File: src/verilog/mrx_pkg.sv
// constants, opcodes and register map of the move/rotate/return/sleep execution block
package mrx_pkg;

   localparam int unsigned ADDR_W     = 6;
   localparam int unsigned DATA_W     = 32;
   localparam int unsigned PC_W       = 13;
   localparam int unsigned FADDR_W    = 7;
   localparam int unsigned FILE_DEPTH = 128;
   localparam int unsigned STACK_DEPTH = 8;
   localparam int unsigned STACK_PTR_W = 3;

   // byte offsets of the registers on the bus
   localparam logic [5:0] OFS_INSTR  = 6'h00;
   localparam logic [5:0] OFS_ACC    = 6'h04;
   localparam logic [5:0] OFS_STATUS = 6'h08;
   localparam logic [5:0] OFS_PC     = 6'h0C;
   localparam logic [5:0] OFS_FPTR   = 6'h10;
   localparam logic [5:0] OFS_FDATA  = 6'h14;
   localparam logic [5:0] OFS_STACK  = 6'h18;
   localparam logic [5:0] OFS_WDT    = 6'h1C;
   localparam logic [5:0] OFS_WAKE   = 6'h20;

   // instruction word fields
   localparam int unsigned OP_LSB  = 0;
   localparam int unsigned OP_MSB  = 3;
   localparam int unsigned F_LSB   = 4;
   localparam int unsigned F_MSB   = 10;
   localparam int unsigned D_BIT   = 11;
   localparam int unsigned K_LSB   = 12;
   localparam int unsigned K_MSB   = 19;
   localparam int unsigned INSTR_W = 20;

   // status register bits
   localparam int unsigned ST_C_BIT     = 0;
   localparam int unsigned ST_Z_BIT     = 2;
   localparam int unsigned ST_PD_BIT    = 3;
   localparam int unsigned ST_TO_BIT    = 4;
   localparam int unsigned ST_GIE_BIT   = 5;
   localparam int unsigned ST_SLEEP_BIT = 6;
   localparam int unsigned ST_BUSY_BIT  = 7;

   // stack and watchdog readback fields
   localparam int unsigned STK_DEPTH_LSB = 16;
   localparam int unsigned WDT_PRE_LSB   = 8;

   // reset values
   localparam logic [7:0]      ACC_RST   = 8'h00;
   localparam logic [PC_W-1:0] PC_RST    = 13'h0000;
   localparam logic            PD_N_RST  = 1'b1;
   localparam logic            TO_N_RST  = 1'b1;
   localparam logic            GIE_RST   = 1'b0;
   localparam logic [7:0]      WDT_RST   = 8'h00;

   typedef enum logic [3:0] {
      OP_NOP         = 4'h0,
      OP_MOVE        = 4'h1,
      OP_RET_IRQ     = 4'h2,
      OP_ROT_LEFT    = 4'h3,
      OP_ROT_RIGHT   = 4'h4,
      OP_RET_LITERAL = 4'h5,
      OP_RETURN      = 4'h6,
      OP_SLEEP       = 4'h7,
      OP_SKIP_ZERO   = 4'h8
   } mrx_op_t;

   typedef enum logic [1:0] {
      ST_IDLE   = 2'b00,
      ST_EXEC   = 2'b01,
      ST_SECOND = 2'b10,
      ST_SLEEP  = 2'b11
   } mrx_state_t;

endpackage : mrx_pkg

File: src/verilog/mrx_return_stack.sv
// eight-level circular hardware return stack
`timescale 1ns/1ps
module mrx_return_stack
(
   input  wire logic                                 mclk,
   input  wire logic                                 reset_n,
   input  wire logic                                 ce,
   input  wire logic                                 push,
   input  wire logic                                 pop,
   input  wire logic [mrx_pkg::PC_W-1:0]             push_data,
   output logic      [mrx_pkg::PC_W-1:0]             stack_top,
   output logic      [mrx_pkg::STACK_PTR_W:0]        depth
);
   import mrx_pkg::*;

   logic [PC_W-1:0]        stack_mem [0:STACK_DEPTH-1];
   logic [STACK_PTR_W-1:0] ptr_reg;
   logic [STACK_PTR_W:0]   depth_reg;
   logic [STACK_PTR_W-1:0] top_idx;

   // overflow wraps and overwrites the oldest entry, as a circular stack does
   assign top_idx   = ptr_reg - 3'h1;
   assign stack_top = stack_mem[top_idx];
   assign depth     = depth_reg;

   always_ff @(posedge mclk)
   begin
      if (ce && push)
         stack_mem[ptr_reg] <= push_data;
   end

   always_ff @(posedge mclk or negedge reset_n)
   begin
      if (!reset_n)
      begin
         ptr_reg   <= 3'h0;
         depth_reg <= 4'h0;
      end
      else if (ce && push && !pop)
      begin
         ptr_reg <= ptr_reg + 3'h1;
         if (depth_reg != 4'(STACK_DEPTH))
            depth_reg <= depth_reg + 4'h1;
      end
      else if (ce && pop && !push)
      begin
         ptr_reg <= top_idx;
         if (depth_reg != 4'h0)
            depth_reg <= depth_reg - 4'h1;
      end
   end

endmodule : mrx_return_stack

File: src/verilog/mrx_exec_core.sv
// execution core for move, no-op, returns, rotates through carry, skip and power-down
`timescale 1ns/1ps
module mrx_exec_core
(
   input  wire logic                          mclk,
   input  wire logic                          reset_n,
   input  wire logic                          ce,
   input  wire logic [mrx_pkg::ADDR_W-1:0]    avs_address,
   input  wire logic                          avs_read,
   input  wire logic                          avs_write,
   input  wire logic [mrx_pkg::DATA_W-1:0]    avs_writedata,
   input  wire logic [3:0]                    avs_byteenable,
   output logic      [mrx_pkg::DATA_W-1:0]    avs_readdata,
   output logic                               avs_waitrequest,
   output logic                               osc_halted,
   output logic                               global_irq_enable
);
   import mrx_pkg::*;

   logic [7:0]           file_mem [0:FILE_DEPTH-1];
   logic [INSTR_W-1:0]   instr_reg;
   logic [7:0]           acc_reg;
   logic                 carry_reg;
   logic                 zero_reg;
   logic                 pd_n_reg;
   logic                 to_n_reg;
   logic                 gie_reg;
   logic [PC_W-1:0]      pc_reg;
   logic [FADDR_W-1:0]   fptr_reg;
   logic [7:0]           wdt_reg;
   logic [7:0]           wdt_pre_reg;
   mrx_state_t           state_reg;
   logic                 ack_reg;
   logic [DATA_W-1:0]    rdata_reg;
   logic                 skip_nop_reg;

   mrx_op_t              op;
   logic [FADDR_W-1:0]   f_addr;
   logic                 dest_file;
   logic [7:0]           literal;
   logic [7:0]           opnd;
   logic [7:0]           alu_res;
   logic                 alu_writes;
   logic                 exec;
   logic                 stall;
   logic                 req;
   logic                 bus_wr;
   logic                 take;
   logic [DATA_W-1:0]    rd_mux;
   logic [DATA_W-1:0]    wmask;
   logic                 sleep_exec;
   logic                 pop;
   logic                 wdt_wrap;
   logic [PC_W-1:0]      stk_top;
   logic [STACK_PTR_W:0] stk_depth;

   // instruction fields
   assign op        = mrx_op_t'(instr_reg[OP_MSB:OP_LSB]);
   assign f_addr    = instr_reg[F_MSB:F_LSB];
   assign dest_file = instr_reg[D_BIT];
   assign literal   = instr_reg[K_MSB:K_LSB];
   assign opnd      = file_mem[f_addr];

   assign exec       = ce && (state_reg == ST_EXEC);
   assign sleep_exec = exec && (op == OP_SLEEP);
   assign pop        = exec && (op == OP_RETURN || op == OP_RET_IRQ || op == OP_RET_LITERAL);

   // bus slave: one wait state; held off entirely while an instruction runs
   assign req             = avs_read || avs_write;
   assign stall           = (state_reg == ST_EXEC) || (state_reg == ST_SECOND);
   assign take            = ce && req && !ack_reg && !stall;
   assign bus_wr          = ce && avs_write && ack_reg;
   assign avs_waitrequest = req && !(ack_reg && ce);
   assign avs_readdata    = rdata_reg;

   assign osc_halted        = (state_reg == ST_SLEEP);
   assign global_irq_enable = gie_reg;

   always_comb
   begin
      wmask = {{8{avs_byteenable[3]}}, {8{avs_byteenable[2]}}, {8{avs_byteenable[1]}}, {8{avs_byteenable[0]}}};
   end

   // result of the file-register operations
   always_comb
   begin
      alu_res    = opnd;
      alu_writes = 1'b0;
      unique case (op)
         OP_MOVE:
         begin
            alu_res    = opnd;
            alu_writes = 1'b1;
         end
         OP_ROT_LEFT:
         begin
            alu_res    = {opnd[6:0], carry_reg};
            alu_writes = 1'b1;
         end
         OP_ROT_RIGHT:
         begin
            alu_res    = {carry_reg, opnd[7:1]};
            alu_writes = 1'b1;
         end
         default:
         begin
            alu_res    = opnd;
            alu_writes = 1'b0;
         end
      endcase
   end

   always_comb
   begin
      rd_mux = '0;
      unique case (avs_address)
         OFS_INSTR:  rd_mux = {12'h000, instr_reg};
         OFS_ACC:    rd_mux = {24'h000000, acc_reg};
         OFS_STATUS:
         begin
            rd_mux[ST_C_BIT]     = carry_reg;
            rd_mux[ST_Z_BIT]     = zero_reg;
            rd_mux[ST_PD_BIT]    = pd_n_reg;
            rd_mux[ST_TO_BIT]    = to_n_reg;
            rd_mux[ST_GIE_BIT]   = gie_reg;
            rd_mux[ST_SLEEP_BIT] = (state_reg == ST_SLEEP);
            rd_mux[ST_BUSY_BIT]  = stall;
         end
         OFS_PC:     rd_mux = {19'h00000, pc_reg};
         OFS_FPTR:   rd_mux = {25'h0000000, fptr_reg};
         OFS_FDATA:  rd_mux = {24'h000000, file_mem[fptr_reg]};
         OFS_STACK:
         begin
            rd_mux[PC_W-1:0]                          = stk_top;
            rd_mux[STK_DEPTH_LSB+STACK_PTR_W:STK_DEPTH_LSB] = stk_depth;
         end
         OFS_WDT:
         begin
            rd_mux[7:0]                       = wdt_reg;
            rd_mux[WDT_PRE_LSB+7:WDT_PRE_LSB] = wdt_pre_reg;
         end
         default:    rd_mux = '0;
      endcase
   end

   // bus handshake
   always_ff @(posedge mclk or negedge reset_n)
   begin
      if (!reset_n)
      begin
         ack_reg   <= 1'b0;
         rdata_reg <= '0;
      end
      else if (ce)
      begin
         ack_reg <= take;
         if (take)
            rdata_reg <= rd_mux;
      end
   end

   // file register array: written by execution or through the data window
   always_ff @(posedge mclk)
   begin
      if (exec && alu_writes && dest_file)
         file_mem[f_addr] <= alu_res;
      else if (bus_wr && avs_address == OFS_FDATA && avs_byteenable[0])
         file_mem[fptr_reg] <= avs_writedata[7:0];
   end

   // sequencing; a new instruction is only accepted while idle, so none runs in power-down
   always_ff @(posedge mclk or negedge reset_n)
   begin
      if (!reset_n)
      begin
         state_reg    <= ST_IDLE;
         instr_reg    <= '0;
         skip_nop_reg <= 1'b0;
      end
      else if (ce)
      begin
         unique case (state_reg)
            ST_IDLE:
               if (bus_wr && avs_address == OFS_INSTR)
               begin
                  instr_reg <= (instr_reg & ~wmask[INSTR_W-1:0]) | (avs_writedata[INSTR_W-1:0] & wmask[INSTR_W-1:0]);
                  state_reg <= ST_EXEC;
               end
            ST_EXEC:
            begin
               skip_nop_reg <= (op == OP_SKIP_ZERO) && (opnd == 8'h00);
               if (op == OP_SLEEP)
                  state_reg <= ST_SLEEP;
               else if (op == OP_RETURN || op == OP_RET_IRQ || op == OP_RET_LITERAL)
                  state_reg <= ST_SECOND;
               else if (op == OP_SKIP_ZERO && opnd == 8'h00)
                  state_reg <= ST_SECOND;
               else
                  state_reg <= ST_IDLE;
            end
            ST_SECOND:
            begin
               skip_nop_reg <= 1'b0;
               state_reg    <= ST_IDLE;
            end
            ST_SLEEP:
               if ((bus_wr && avs_address == OFS_WAKE) || wdt_wrap)
                  state_reg <= ST_IDLE;
         endcase
      end
   end

   // program counter
   always_ff @(posedge mclk or negedge reset_n)
   begin
      if (!reset_n)
         pc_reg <= PC_RST;
      else if (ce)
      begin
         if (pop)
            pc_reg <= stk_top;
         else if (exec)
            pc_reg <= pc_reg + 13'h0001;
         else if (state_reg == ST_SECOND && skip_nop_reg)
            pc_reg <= pc_reg + 13'h0001;
         else if (bus_wr && avs_address == OFS_PC)
            pc_reg <= avs_writedata[PC_W-1:0];
      end
   end

   // accumulator and window pointer
   always_ff @(posedge mclk or negedge reset_n)
   begin
      if (!reset_n)
      begin
         acc_reg  <= ACC_RST;
         fptr_reg <= '0;
      end
      else if (ce)
      begin
         if (exec && alu_writes && !dest_file)
            acc_reg <= alu_res;
         else if (exec && op == OP_RET_LITERAL)
            acc_reg <= literal;
         else if (bus_wr && avs_address == OFS_ACC && avs_byteenable[0])
            acc_reg <= avs_writedata[7:0];
         if (bus_wr && avs_address == OFS_FPTR && avs_byteenable[0])
            fptr_reg <= avs_writedata[FADDR_W-1:0];
      end
   end

   // arithmetic flags and interrupt enable
   always_ff @(posedge mclk or negedge reset_n)
   begin
      if (!reset_n)
      begin
         carry_reg <= 1'b0;
         zero_reg  <= 1'b0;
         gie_reg   <= GIE_RST;
      end
      else if (ce)
      begin
         if (exec && op == OP_MOVE)
            zero_reg <= (opnd == 8'h00);
         else if (bus_wr && avs_address == OFS_STATUS && avs_byteenable[0])
            zero_reg <= avs_writedata[ST_Z_BIT];
         if (exec && op == OP_ROT_LEFT)
            carry_reg <= opnd[7];
         else if (exec && op == OP_ROT_RIGHT)
            carry_reg <= opnd[0];
         else if (bus_wr && avs_address == OFS_STATUS && avs_byteenable[0])
            carry_reg <= avs_writedata[ST_C_BIT];
         if (exec && op == OP_RET_IRQ)
            gie_reg <= 1'b1;
         else if (bus_wr && avs_address == OFS_STATUS && avs_byteenable[0])
            gie_reg <= avs_writedata[ST_GIE_BIT];
      end
   end

   // watchdog keeps counting in power-down, as it runs on mclk gated only by ce; a wrap there wakes the core
   assign wdt_wrap = (wdt_reg == 8'hFF) && (wdt_pre_reg == 8'hFF) && !sleep_exec;

   always_ff @(posedge mclk or negedge reset_n)
   begin
      if (!reset_n)
      begin
         wdt_reg     <= WDT_RST;
         wdt_pre_reg <= WDT_RST;
      end
      else if (ce)
      begin
         if (sleep_exec)
         begin
            wdt_reg     <= 8'h00;
            wdt_pre_reg <= 8'h00;
         end
         else
         begin
            wdt_pre_reg <= wdt_pre_reg + 8'h01;
            if (wdt_pre_reg == 8'hFF)
               wdt_reg <= wdt_reg + 8'h01;
         end
      end
   end

   // power-down and timeout flags, active low
   always_ff @(posedge mclk or negedge reset_n)
   begin
      if (!reset_n)
      begin
         pd_n_reg <= PD_N_RST;
         to_n_reg <= TO_N_RST;
      end
      else if (ce)
      begin
         if (sleep_exec)
         begin
            pd_n_reg <= 1'b0;
            to_n_reg <= 1'b1;
         end
         else if (wdt_wrap)
            to_n_reg <= 1'b0;
      end
   end

   mrx_return_stack u_stack
   (
      .mclk      (mclk),
      .reset_n   (reset_n),
      .ce        (ce),
      .push      (bus_wr && avs_address == OFS_STACK),
      .pop       (pop),
      .push_data (avs_writedata[PC_W-1:0]),
      .stack_top (stk_top),
      .depth     (stk_depth)
   );

   AST_MOVE_TO_ACC: assert property (@(posedge mclk) disable iff (!reset_n)
      exec && op == OP_MOVE && !dest_file |=> acc_reg == $past(opnd))
      else $error("move to accumulator lost the value");

   AST_MOVE_FLAGS: assert property (@(posedge mclk) disable iff (!reset_n)
      exec && op == OP_MOVE |=> zero_reg == ($past(opnd) == 8'h00) && carry_reg == $past(carry_reg))
      else $error("move flag update wrong");

   AST_RET_IRQ: assert property (@(posedge mclk) disable iff (!reset_n)
      exec && op == OP_RET_IRQ |=> pc_reg == $past(stk_top) && gie_reg && zero_reg == $past(zero_reg))
      else $error("return from interrupt wrong");

   AST_ROT_LEFT: assert property (@(posedge mclk) disable iff (!reset_n)
      exec && op == OP_ROT_LEFT && !dest_file
      |=> carry_reg == $past(opnd[7]) && acc_reg == {$past(opnd[6:0]), $past(carry_reg)})
      else $error("rotate left wrong");

   AST_ROT_RIGHT: assert property (@(posedge mclk) disable iff (!reset_n)
      exec && op == OP_ROT_RIGHT
      |=> carry_reg == $past(opnd[0]) && zero_reg == $past(zero_reg) && gie_reg == $past(gie_reg))
      else $error("rotate right wrong");

   AST_RET_LITERAL: assert property (@(posedge mclk) disable iff (!reset_n)
      exec && op == OP_RET_LITERAL
      |=> acc_reg == $past(literal) && pc_reg == $past(stk_top) && state_reg == ST_SECOND)
      else $error("return with literal wrong");

   AST_RETURN: assert property (@(posedge mclk) disable iff (!reset_n)
      exec && op == OP_RETURN |=> pc_reg == $past(stk_top) && state_reg == ST_SECOND && carry_reg == $past(carry_reg))
      else $error("subroutine return wrong");

   AST_SLEEP_WDT: assert property (@(posedge mclk) disable iff (!reset_n)
      sleep_exec |=> wdt_reg == 8'h00 && wdt_pre_reg == 8'h00)
      else $error("watchdog not cleared by power-down");

   AST_SLEEP_FLAGS: assert property (@(posedge mclk) disable iff (!reset_n)
      sleep_exec |=> !pd_n_reg && to_n_reg && carry_reg == $past(carry_reg) && zero_reg == $past(zero_reg))
      else $error("power-down flags wrong");

   AST_SLEEP_HALT: assert property (@(posedge mclk) disable iff (!reset_n)
      sleep_exec |=> osc_halted)
      else $error("power-down did not halt");

   AST_NOP: assert property (@(posedge mclk) disable iff (!reset_n)
      exec && op == OP_NOP
      |=> pc_reg == $past(pc_reg) + 13'h0001 && acc_reg == $past(acc_reg) && state_reg == ST_IDLE)
      else $error("no-op changed state");

   AST_SKIP: assert property (@(posedge mclk) disable iff (!reset_n)
      exec && op == OP_SKIP_ZERO && opnd == 8'h00 && pc_reg != 13'h1FFF
      |=> state_reg == ST_SECOND ##1 (!$past(ce) || pc_reg == $past(pc_reg, 2) + 13'h0002))
      else $error("zero skip did not cost two cycles");

endmodule : mrx_exec_core

File: config.mk
export PLATFORM = sky130hd
export DESIGN_NAME = mrx_exec_core
export DESIGN_NICKNAME = d
export VERILOG_FILES = /design/src/verilog/mrx_pkg.sv /design/src/verilog/mrx_return_stack.sv /design/src/verilog/mrx_exec_core.sv
export SDC_FILE = /design/constraint.sdc
export NUM_CORES = 2
export LEC_CHECK = 0
export BUFFER_PORTS_ARGS = -buffer_cell sky130_fd_sc_hd__buf_2
export CAP_MARGIN = 20
export CORE_ASPECT_RATIO = 1.4
export CORE_UTILIZATION = 68
export CTS_CLUSTER_SIZE = 30
export DETAILED_ROUTE_END_ITERATION = 12
export PLACE_DENSITY = 0.85
export SLEW_MARGIN = 40
export SYNTH_ARGS = -nofsm -noshare
export SYNTH_HDL_FRONTEND = slang
export SYNTH_SLANG_ARGS = --single-unit
File: constraint.sdc
create_clock -name mclk -period 14.4 [get_ports mclk]
set_input_delay 2.88 -clock mclk [delete_from_list [all_inputs] [get_ports mclk]]
set_output_delay 2.88 -clock mclk [all_outputs]
set_load 0.01 [all_outputs]
Word-level counts from Yosys, hierarchy flattened
Memory sizes are Yosys's and may differ from the RTL's.
Index checks and enable logic that the tools add are counted.
{"block": "classes", "n_addsub": 7, "n_eq_ne": 25, "mux": 50, "bitwise": 4, "n_reduce_logical": 80}
{"cell": "8-bit two-way mux", "n": 7}
{"cell": "13-bit two-way mux", "n": 4}
{"cell": "6-bit one-hot mux with 8 select lines", "n": 1}
{"cell": "20-bit AND", "n": 2}
{"cell": "1-bit logical AND", "n": 38}
{"cell": "6-bit by 5-bit == test with 1-bit output (second input constant)", "n": 4}
{"cell": "2-bit AND reduction", "n": 11}
{"cell": "20-bit NOT", "n": 1}
{"cell": "20-bit bitwise OR", "n": 1}
{"cell": "5-bit one-hot mux with 4 select lines", "n": 1}
{"cell": "1-bit two-way mux", "n": 18}
{"cell": "8-bit by 1-bit adder with 8-bit output (second input constant)", "n": 2}
{"cell": "4-bit by 3-bit == test with 1-bit output (second input constant)", "n": 4}
{"cell": "8-bit == test (second input constant)", "n": 2}
{"cell": "4-bit two-way mux", "n": 4}
{"cell": "8-bit one-hot mux with 2 select lines", "n": 1}
{"cell": "2-bit nonzero test", "n": 7}
{"cell": "13-bit by 1-bit adder with 13-bit output (second input constant)", "n": 1}
{"cell": "6-bit by 4-bit == test with 1-bit output (second input constant)", "n": 2}
{"cell": "2-bit two-way mux", "n": 5}
{"cell": "3-bit AND reduction", "n": 3}
{"cell": "4-bit by 2-bit == test with 1-bit output (second input constant)", "n": 2}
{"cell": "8-bit zero test", "n": 1}
{"cell": "1-bit one-hot mux with 8 select lines", "n": 1}
{"cell": "28 further kinds", "n": 43}
{"block": "word_totals", "regBits": 100, "ramBits": 1128, "input_bits": 47, "out_inout_bits": 35, "word_cells": 185, "n_memories": 2}
{"memory": "file_mem", "words": 128, "width": 8, "read_ports": 2, "rd_ports_with_merged_regs": 0, "wr": 1, "line_no": "mrx_exec_core.sv:20", "source": "logic [7:0] file_mem [0:FILE_DEPTH-1];"}
{"memory": "u_stack.stack_mem", "words": 8, "width": 13, "read_ports": 1, "rd_ports_with_merged_regs": 0, "wr": 1, "line_no": "mrx_return_stack.sv:16", "source": "logic [PC_W-1:0] stack_mem [0:STACK_DEPTH-1];"}

Depth between registers and ports, before layout
{"block": "depth", "ltp_word": 9, "depth_mapped": 16, "ltp_nobuf": 12}

By module
From an unflattened synthesis, not the netlist that was laid out.
{"block": "hier_totals", "cells_unflattened": 3475, "area_unflattened_um2": 58615.0}
{"module": "mrx_exec_core", "instances": 1, "cells_per_inst": 3262, "area_per_inst_um2": 54141.9, "seq_area_each_um2": 33079.2}
{"module": "mrx_return_stack", "instances": 1, "cells_per_inst": 213, "area_per_inst_um2": 4473.0, "seq_area_each_um2": 3298.2}

Worst setup path before layout
No wires, ideal clock.
{"block": "synth_timing", "path_kind": "input -> register", "start": "input ce", "end": "memory file_mem[0][4] (data pin)", "setup_ps": 892, "arrival_time_ps": 8354, "required_ps": 13508, "slack_ps": 5153, "path_stages": 9, "n_path_buf": 4, "cell_sequence": "clkbuf_1 -> nand2_1 -> or4b_1 -> nand2_1 -> clkbuf_1 -> buf_1 -> clkbuf_1 -> nor2_1 -> a21oi_1"}
{"block": "synth_via", "elab_chain_cells": 9, "elab_cells_between_ends": 12, "cone_classes": "4 x mux; 8 x reduce/logical"}
{"item": "from (decl)", "line_no": "mrx_exec_core.sv:7", "source": "input wire logic ce,"}
{"item": "1-bit logical AND (2 in series)", "line_no": "mrx_exec_core.sv:72", "source": "assign bus_wr = ce && avs_write && ack_reg;"}
{"item": "1-bit logical AND (2 in series)", "line_no": "mrx_exec_core.sv:167", "source": "else if (bus_wr && avs_address == OFS_FDATA && avs_byteenable[0])"}
{"item": "1-bit two-way mux", "line_no": "mrx_exec_core.sv:167"}
{"item": "1-bit two-way mux (*)", "line_no": "mrx_exec_core.sv:165", "source": "if (exec && alu_writes && dest_file)"}
{"item": "1-bit two-way mux (implied by the code) (*)", "line_no": "mrx_exec_core.sv:168", "source": "file_mem[fptr_reg] <= avs_writedata[7:0];"}
{"item": "8-bit OR reduction (no source line) (*)"}
{"item": "8-bit two-way mux (no source line) (*)"}
{"item": "to (decl)", "line_no": "mrx_exec_core.sv:20"}
Every way passes the cells marked *; elsewhere a longest branch is shown, timed or not.

Final worst setup path
{"block": "layout_timing", "start": "input avs_address[5] (netlist bit)", "end": "memory file_mem[19][2] (enable)"}
{"block": "layout_via", "elab_chain_cells": 8, "elab_cells_between_ends": 9, "cone_classes": "1 x eq/ne; 5 x mux; 3 x reduce/logical"}
{"item": "from (decl)", "line_no": "mrx_exec_core.sv:8", "source": "input wire logic [mrx_pkg::ADDR_W-1:0] avs_address,"}
{"item": "6-bit by 5-bit == test with 1-bit output (*)", "line_no": "mrx_exec_core.sv:167"}
{"item": "1-bit logical AND (*) (2 in series)", "line_no": "mrx_exec_core.sv:167"}
{"item": "1-bit two-way mux (*)", "line_no": "mrx_exec_core.sv:167"}
{"item": "1-bit two-way mux (*)", "line_no": "mrx_exec_core.sv:165"}
{"item": "1-bit two-way mux (implied by the code) (*)", "line_no": "mrx_exec_core.sv:168"}
{"item": "8-bit OR reduction (no source line)"}
{"item": "7-bit two-way mux (no source line) / 1-bit two-way mux (equally long branches)"}
Marked as above.

==> metrics <==
status=complete, no violations; leak pwr=19.2 nW; yosys warns=0; CTS tree=built; synthesis-to-layout area growth=9.19%; async set or reset register ratio after synthesis=0.0814; main combinational cell family by area after synthesis=multiplexers; critical path fanouts, max=15; core footprint=84,200 sq um; CTS H-tree depth=3; GR Util All Layers=0.407; Post-Synth XOR/XNOR Area=0.00440; Die ar.=86,100 sq um; Die Wd=roughly 250 um; Final ANT Viol Nets=0; startpoint types=input pin; via count=33,539; post-synthesis mux area share=0.277; Routed WL per cell=about 40 um; # DRC=0; Yosys reg bits=1,228; Synth Cell Area=57,800 sq um; # hold bufs at CTS=0; worst setup margin=7.41 ns; crit end category=flop; clock slew at reported path FFs=about 0.060 ns; final wirelength=170 mm; grt met2 use=0.645; GR Util met3=0.0887; post-synthesis sequential area ratio=0.630; met1 GRT Util=0.480; critical path cell sequence=buf_2 > nor3_1 > and4b_1 > and2_1 > nand2_1 > o21ai_0 > nand3b_1 > buf_4 > nor2_1; IO Port Bufs=between 50 and 60; RSZ-0062 raised after global routing=false; largest net degree at the start of global routing=114; fin nets=3,127; post-CTS setup buffer count=0; Die H=roughly 350 um; Post-synth top cells=edfxtp_1, mux4_2, nor2_1, clkbuf_1, mux2i_1; pwr/cell area=122 nW/um^2; Num CTS Buffers=110; Synth Instances=~3,100; Top Ports=82; final hold vios=0; CP Data Arrival Time=7.30 ns; Worst Setup Path Type=in -> reg; Finish-stage setup viols=0; # placed instances=4,038; synth unique cells=66; largest reg by FF count=file_mem; Synth Area in Simple Gates=0.0366; Final Util=0.749; row count=126; Worst Hold Class=reg -> reg; critical path's slowest cell=nand3b_1; largest area contributor in the synthesized netlist=edfxtp_1; Tot Pwr=7.66 mW; Clock Skews=about 0.037 ns; Placer Congestion=between 0.9 and 1; Clock Latency Late Sink=0.71 ns; number of buffers on the longest clock path=3; initial antenna violation count=2; Synth Flop Type=edfxtp_1; GR peak layer=met2; slowest stage delay, CP=0.78 ns; gr ovfl total=0; PostCTS Resize Cnt=0; count leader, synth=edfxtp_1; Tightest Pin Transition=1.07 ns; adder-cell share of the synthesized area=0.00273; cells taking the most area after synthesis=edfxtp_1, mux4_2, dfrtp_1; EDFF count, synth=approximately 1,100; Slew headroom=0.285; Via density=7.89; fmax=143 MHz; Avg Inst Size Synth=between 15 and 20 sq um; Worst Path Required=14.71 ns; vias in the first global route=~34,000; minimum clock period=6.99 ns; Synth top area share=0.587; global-route wire length before repair=243 mm; total of max-cap violations=0; Synth Area in Compound Gates=0.0296; Root Buffer=clkbuf_16; DPL Wire Length=108 mm; fin. max-slew vios=0; initial cell density of the core=0.686; Initial DRC Count=4,878; setup TNS=0 ns; dpl ws=6.92 ns; non-filler instance count after layout=4,250; Peak supply drop=0.0962 mV; number of flip-flops in the largest register=approximately 1,000; layout cells sized above 1=0.350; fill count=4,521; first drt pass iteration count=8; CTS Sinks=1,228; final worst path period share=0.485
-- per-stage QoR --
step	area (sq um)	hold WS, ns
2_1_floorplan	57800	0.466
3_3_place_gp	59000	0.462
3_5_place_dp	59300	0.474
4_1_cts	62800	0.488
5_1_grt	63100	0.499
6_report	63100	0.489
-- final cells by class --
| type | instances | area [sq um] | share of cell area |
|---|---|---|---|
| flip-flops and latches | 1228 | 36400 | 0.577 |
| well taps | 1088 | 1360 | 0.0216 |
| clock buffers | 137 | 2940 | 0.0466 |
| clock inverters | 66 | 606 | 0.00960 |
| diodes | 3 | 7.51 | 0.000119 |
| repair buffers | 128 | 1050 | 0.0166 |
| inverters | 14 | 52.6 | 0.000833 |
| multi-input cells | 1586 | 20600 | 0.327 |
-- critical path, delay by kind of cell --
family	cells	cell delay, ns
simple gates	6	3.11
buf+inv	2	0.66
compound gates	1	0.63
-- cell usage in the layout, fill, tap and decap left out, types with 21 or more instances in the layout --
cell type  Yosys  layout
mux2_2        61      60
nand2_1       90      88
dfrtp_1       98      89
nand3_1       23      21
clkbuf_1     152      23
o21ai_0       55      55
a21oi_1       56      49
clkbuf_16      0     114
mux4_2       624     624
clkinv_1       0      24
nor2_2         0      85
a22oi_1       26      26
nor3_1        26      22
mux2i_1      121     121
edfxtp_1    1128    1128
buf_2         26      55
buf_4         20      45
nor2_1       222     136
-- power breakdown --
group	total [mW]	switching (mW)	leakage, nW	internal [mW]
Sequential	4.04	0.0810	11.5	3.96
Combinational	0.678	0.427	6.03	0.251
Clock	2.95	1.32	1.72	1.63
Total	7.66	1.83	19.2	5.84
-- per-layer routing --
metal	wire length [um]	up-vias	share of wire
met4	17900	2	0.11
met3	18200	757	0.11
met2	82900	2775	0.49
met5	14	-	0.000082
met1	50800	17105	0.30
li1	-	12900	-
-- final timing paths --
check,to,from,depth (start not counted),slack [ns]
worst max-delay path,file_mem[19][2],avs_address[5],9,7.41
worst min-delay path,avs_readdata[18],avs_readdata[18],2,0.49
worst max register to register,file_mem[22][6],flop,12,8.13
worst min register to register,avs_readdata[18],avs_readdata[18],2,0.49
max in group asynchronous,asynchronous set/reset pin,reset_n,2,11.21
min in group asynchronous,u_stack.depth[3],reset_n,1,2.15
-- cell families after synthesis --
family                   after synthesis
flip-flops                          1228
multiplexers                         808
AND/OR/NAND/NOR                      466
buffers and inverters                263
AO/OA/AOI/OAI                        259
XOR/XNOR                              29
adder cells (fa/ha/maj)               12
other                                  1
Power figures use the tool's default switching activity.
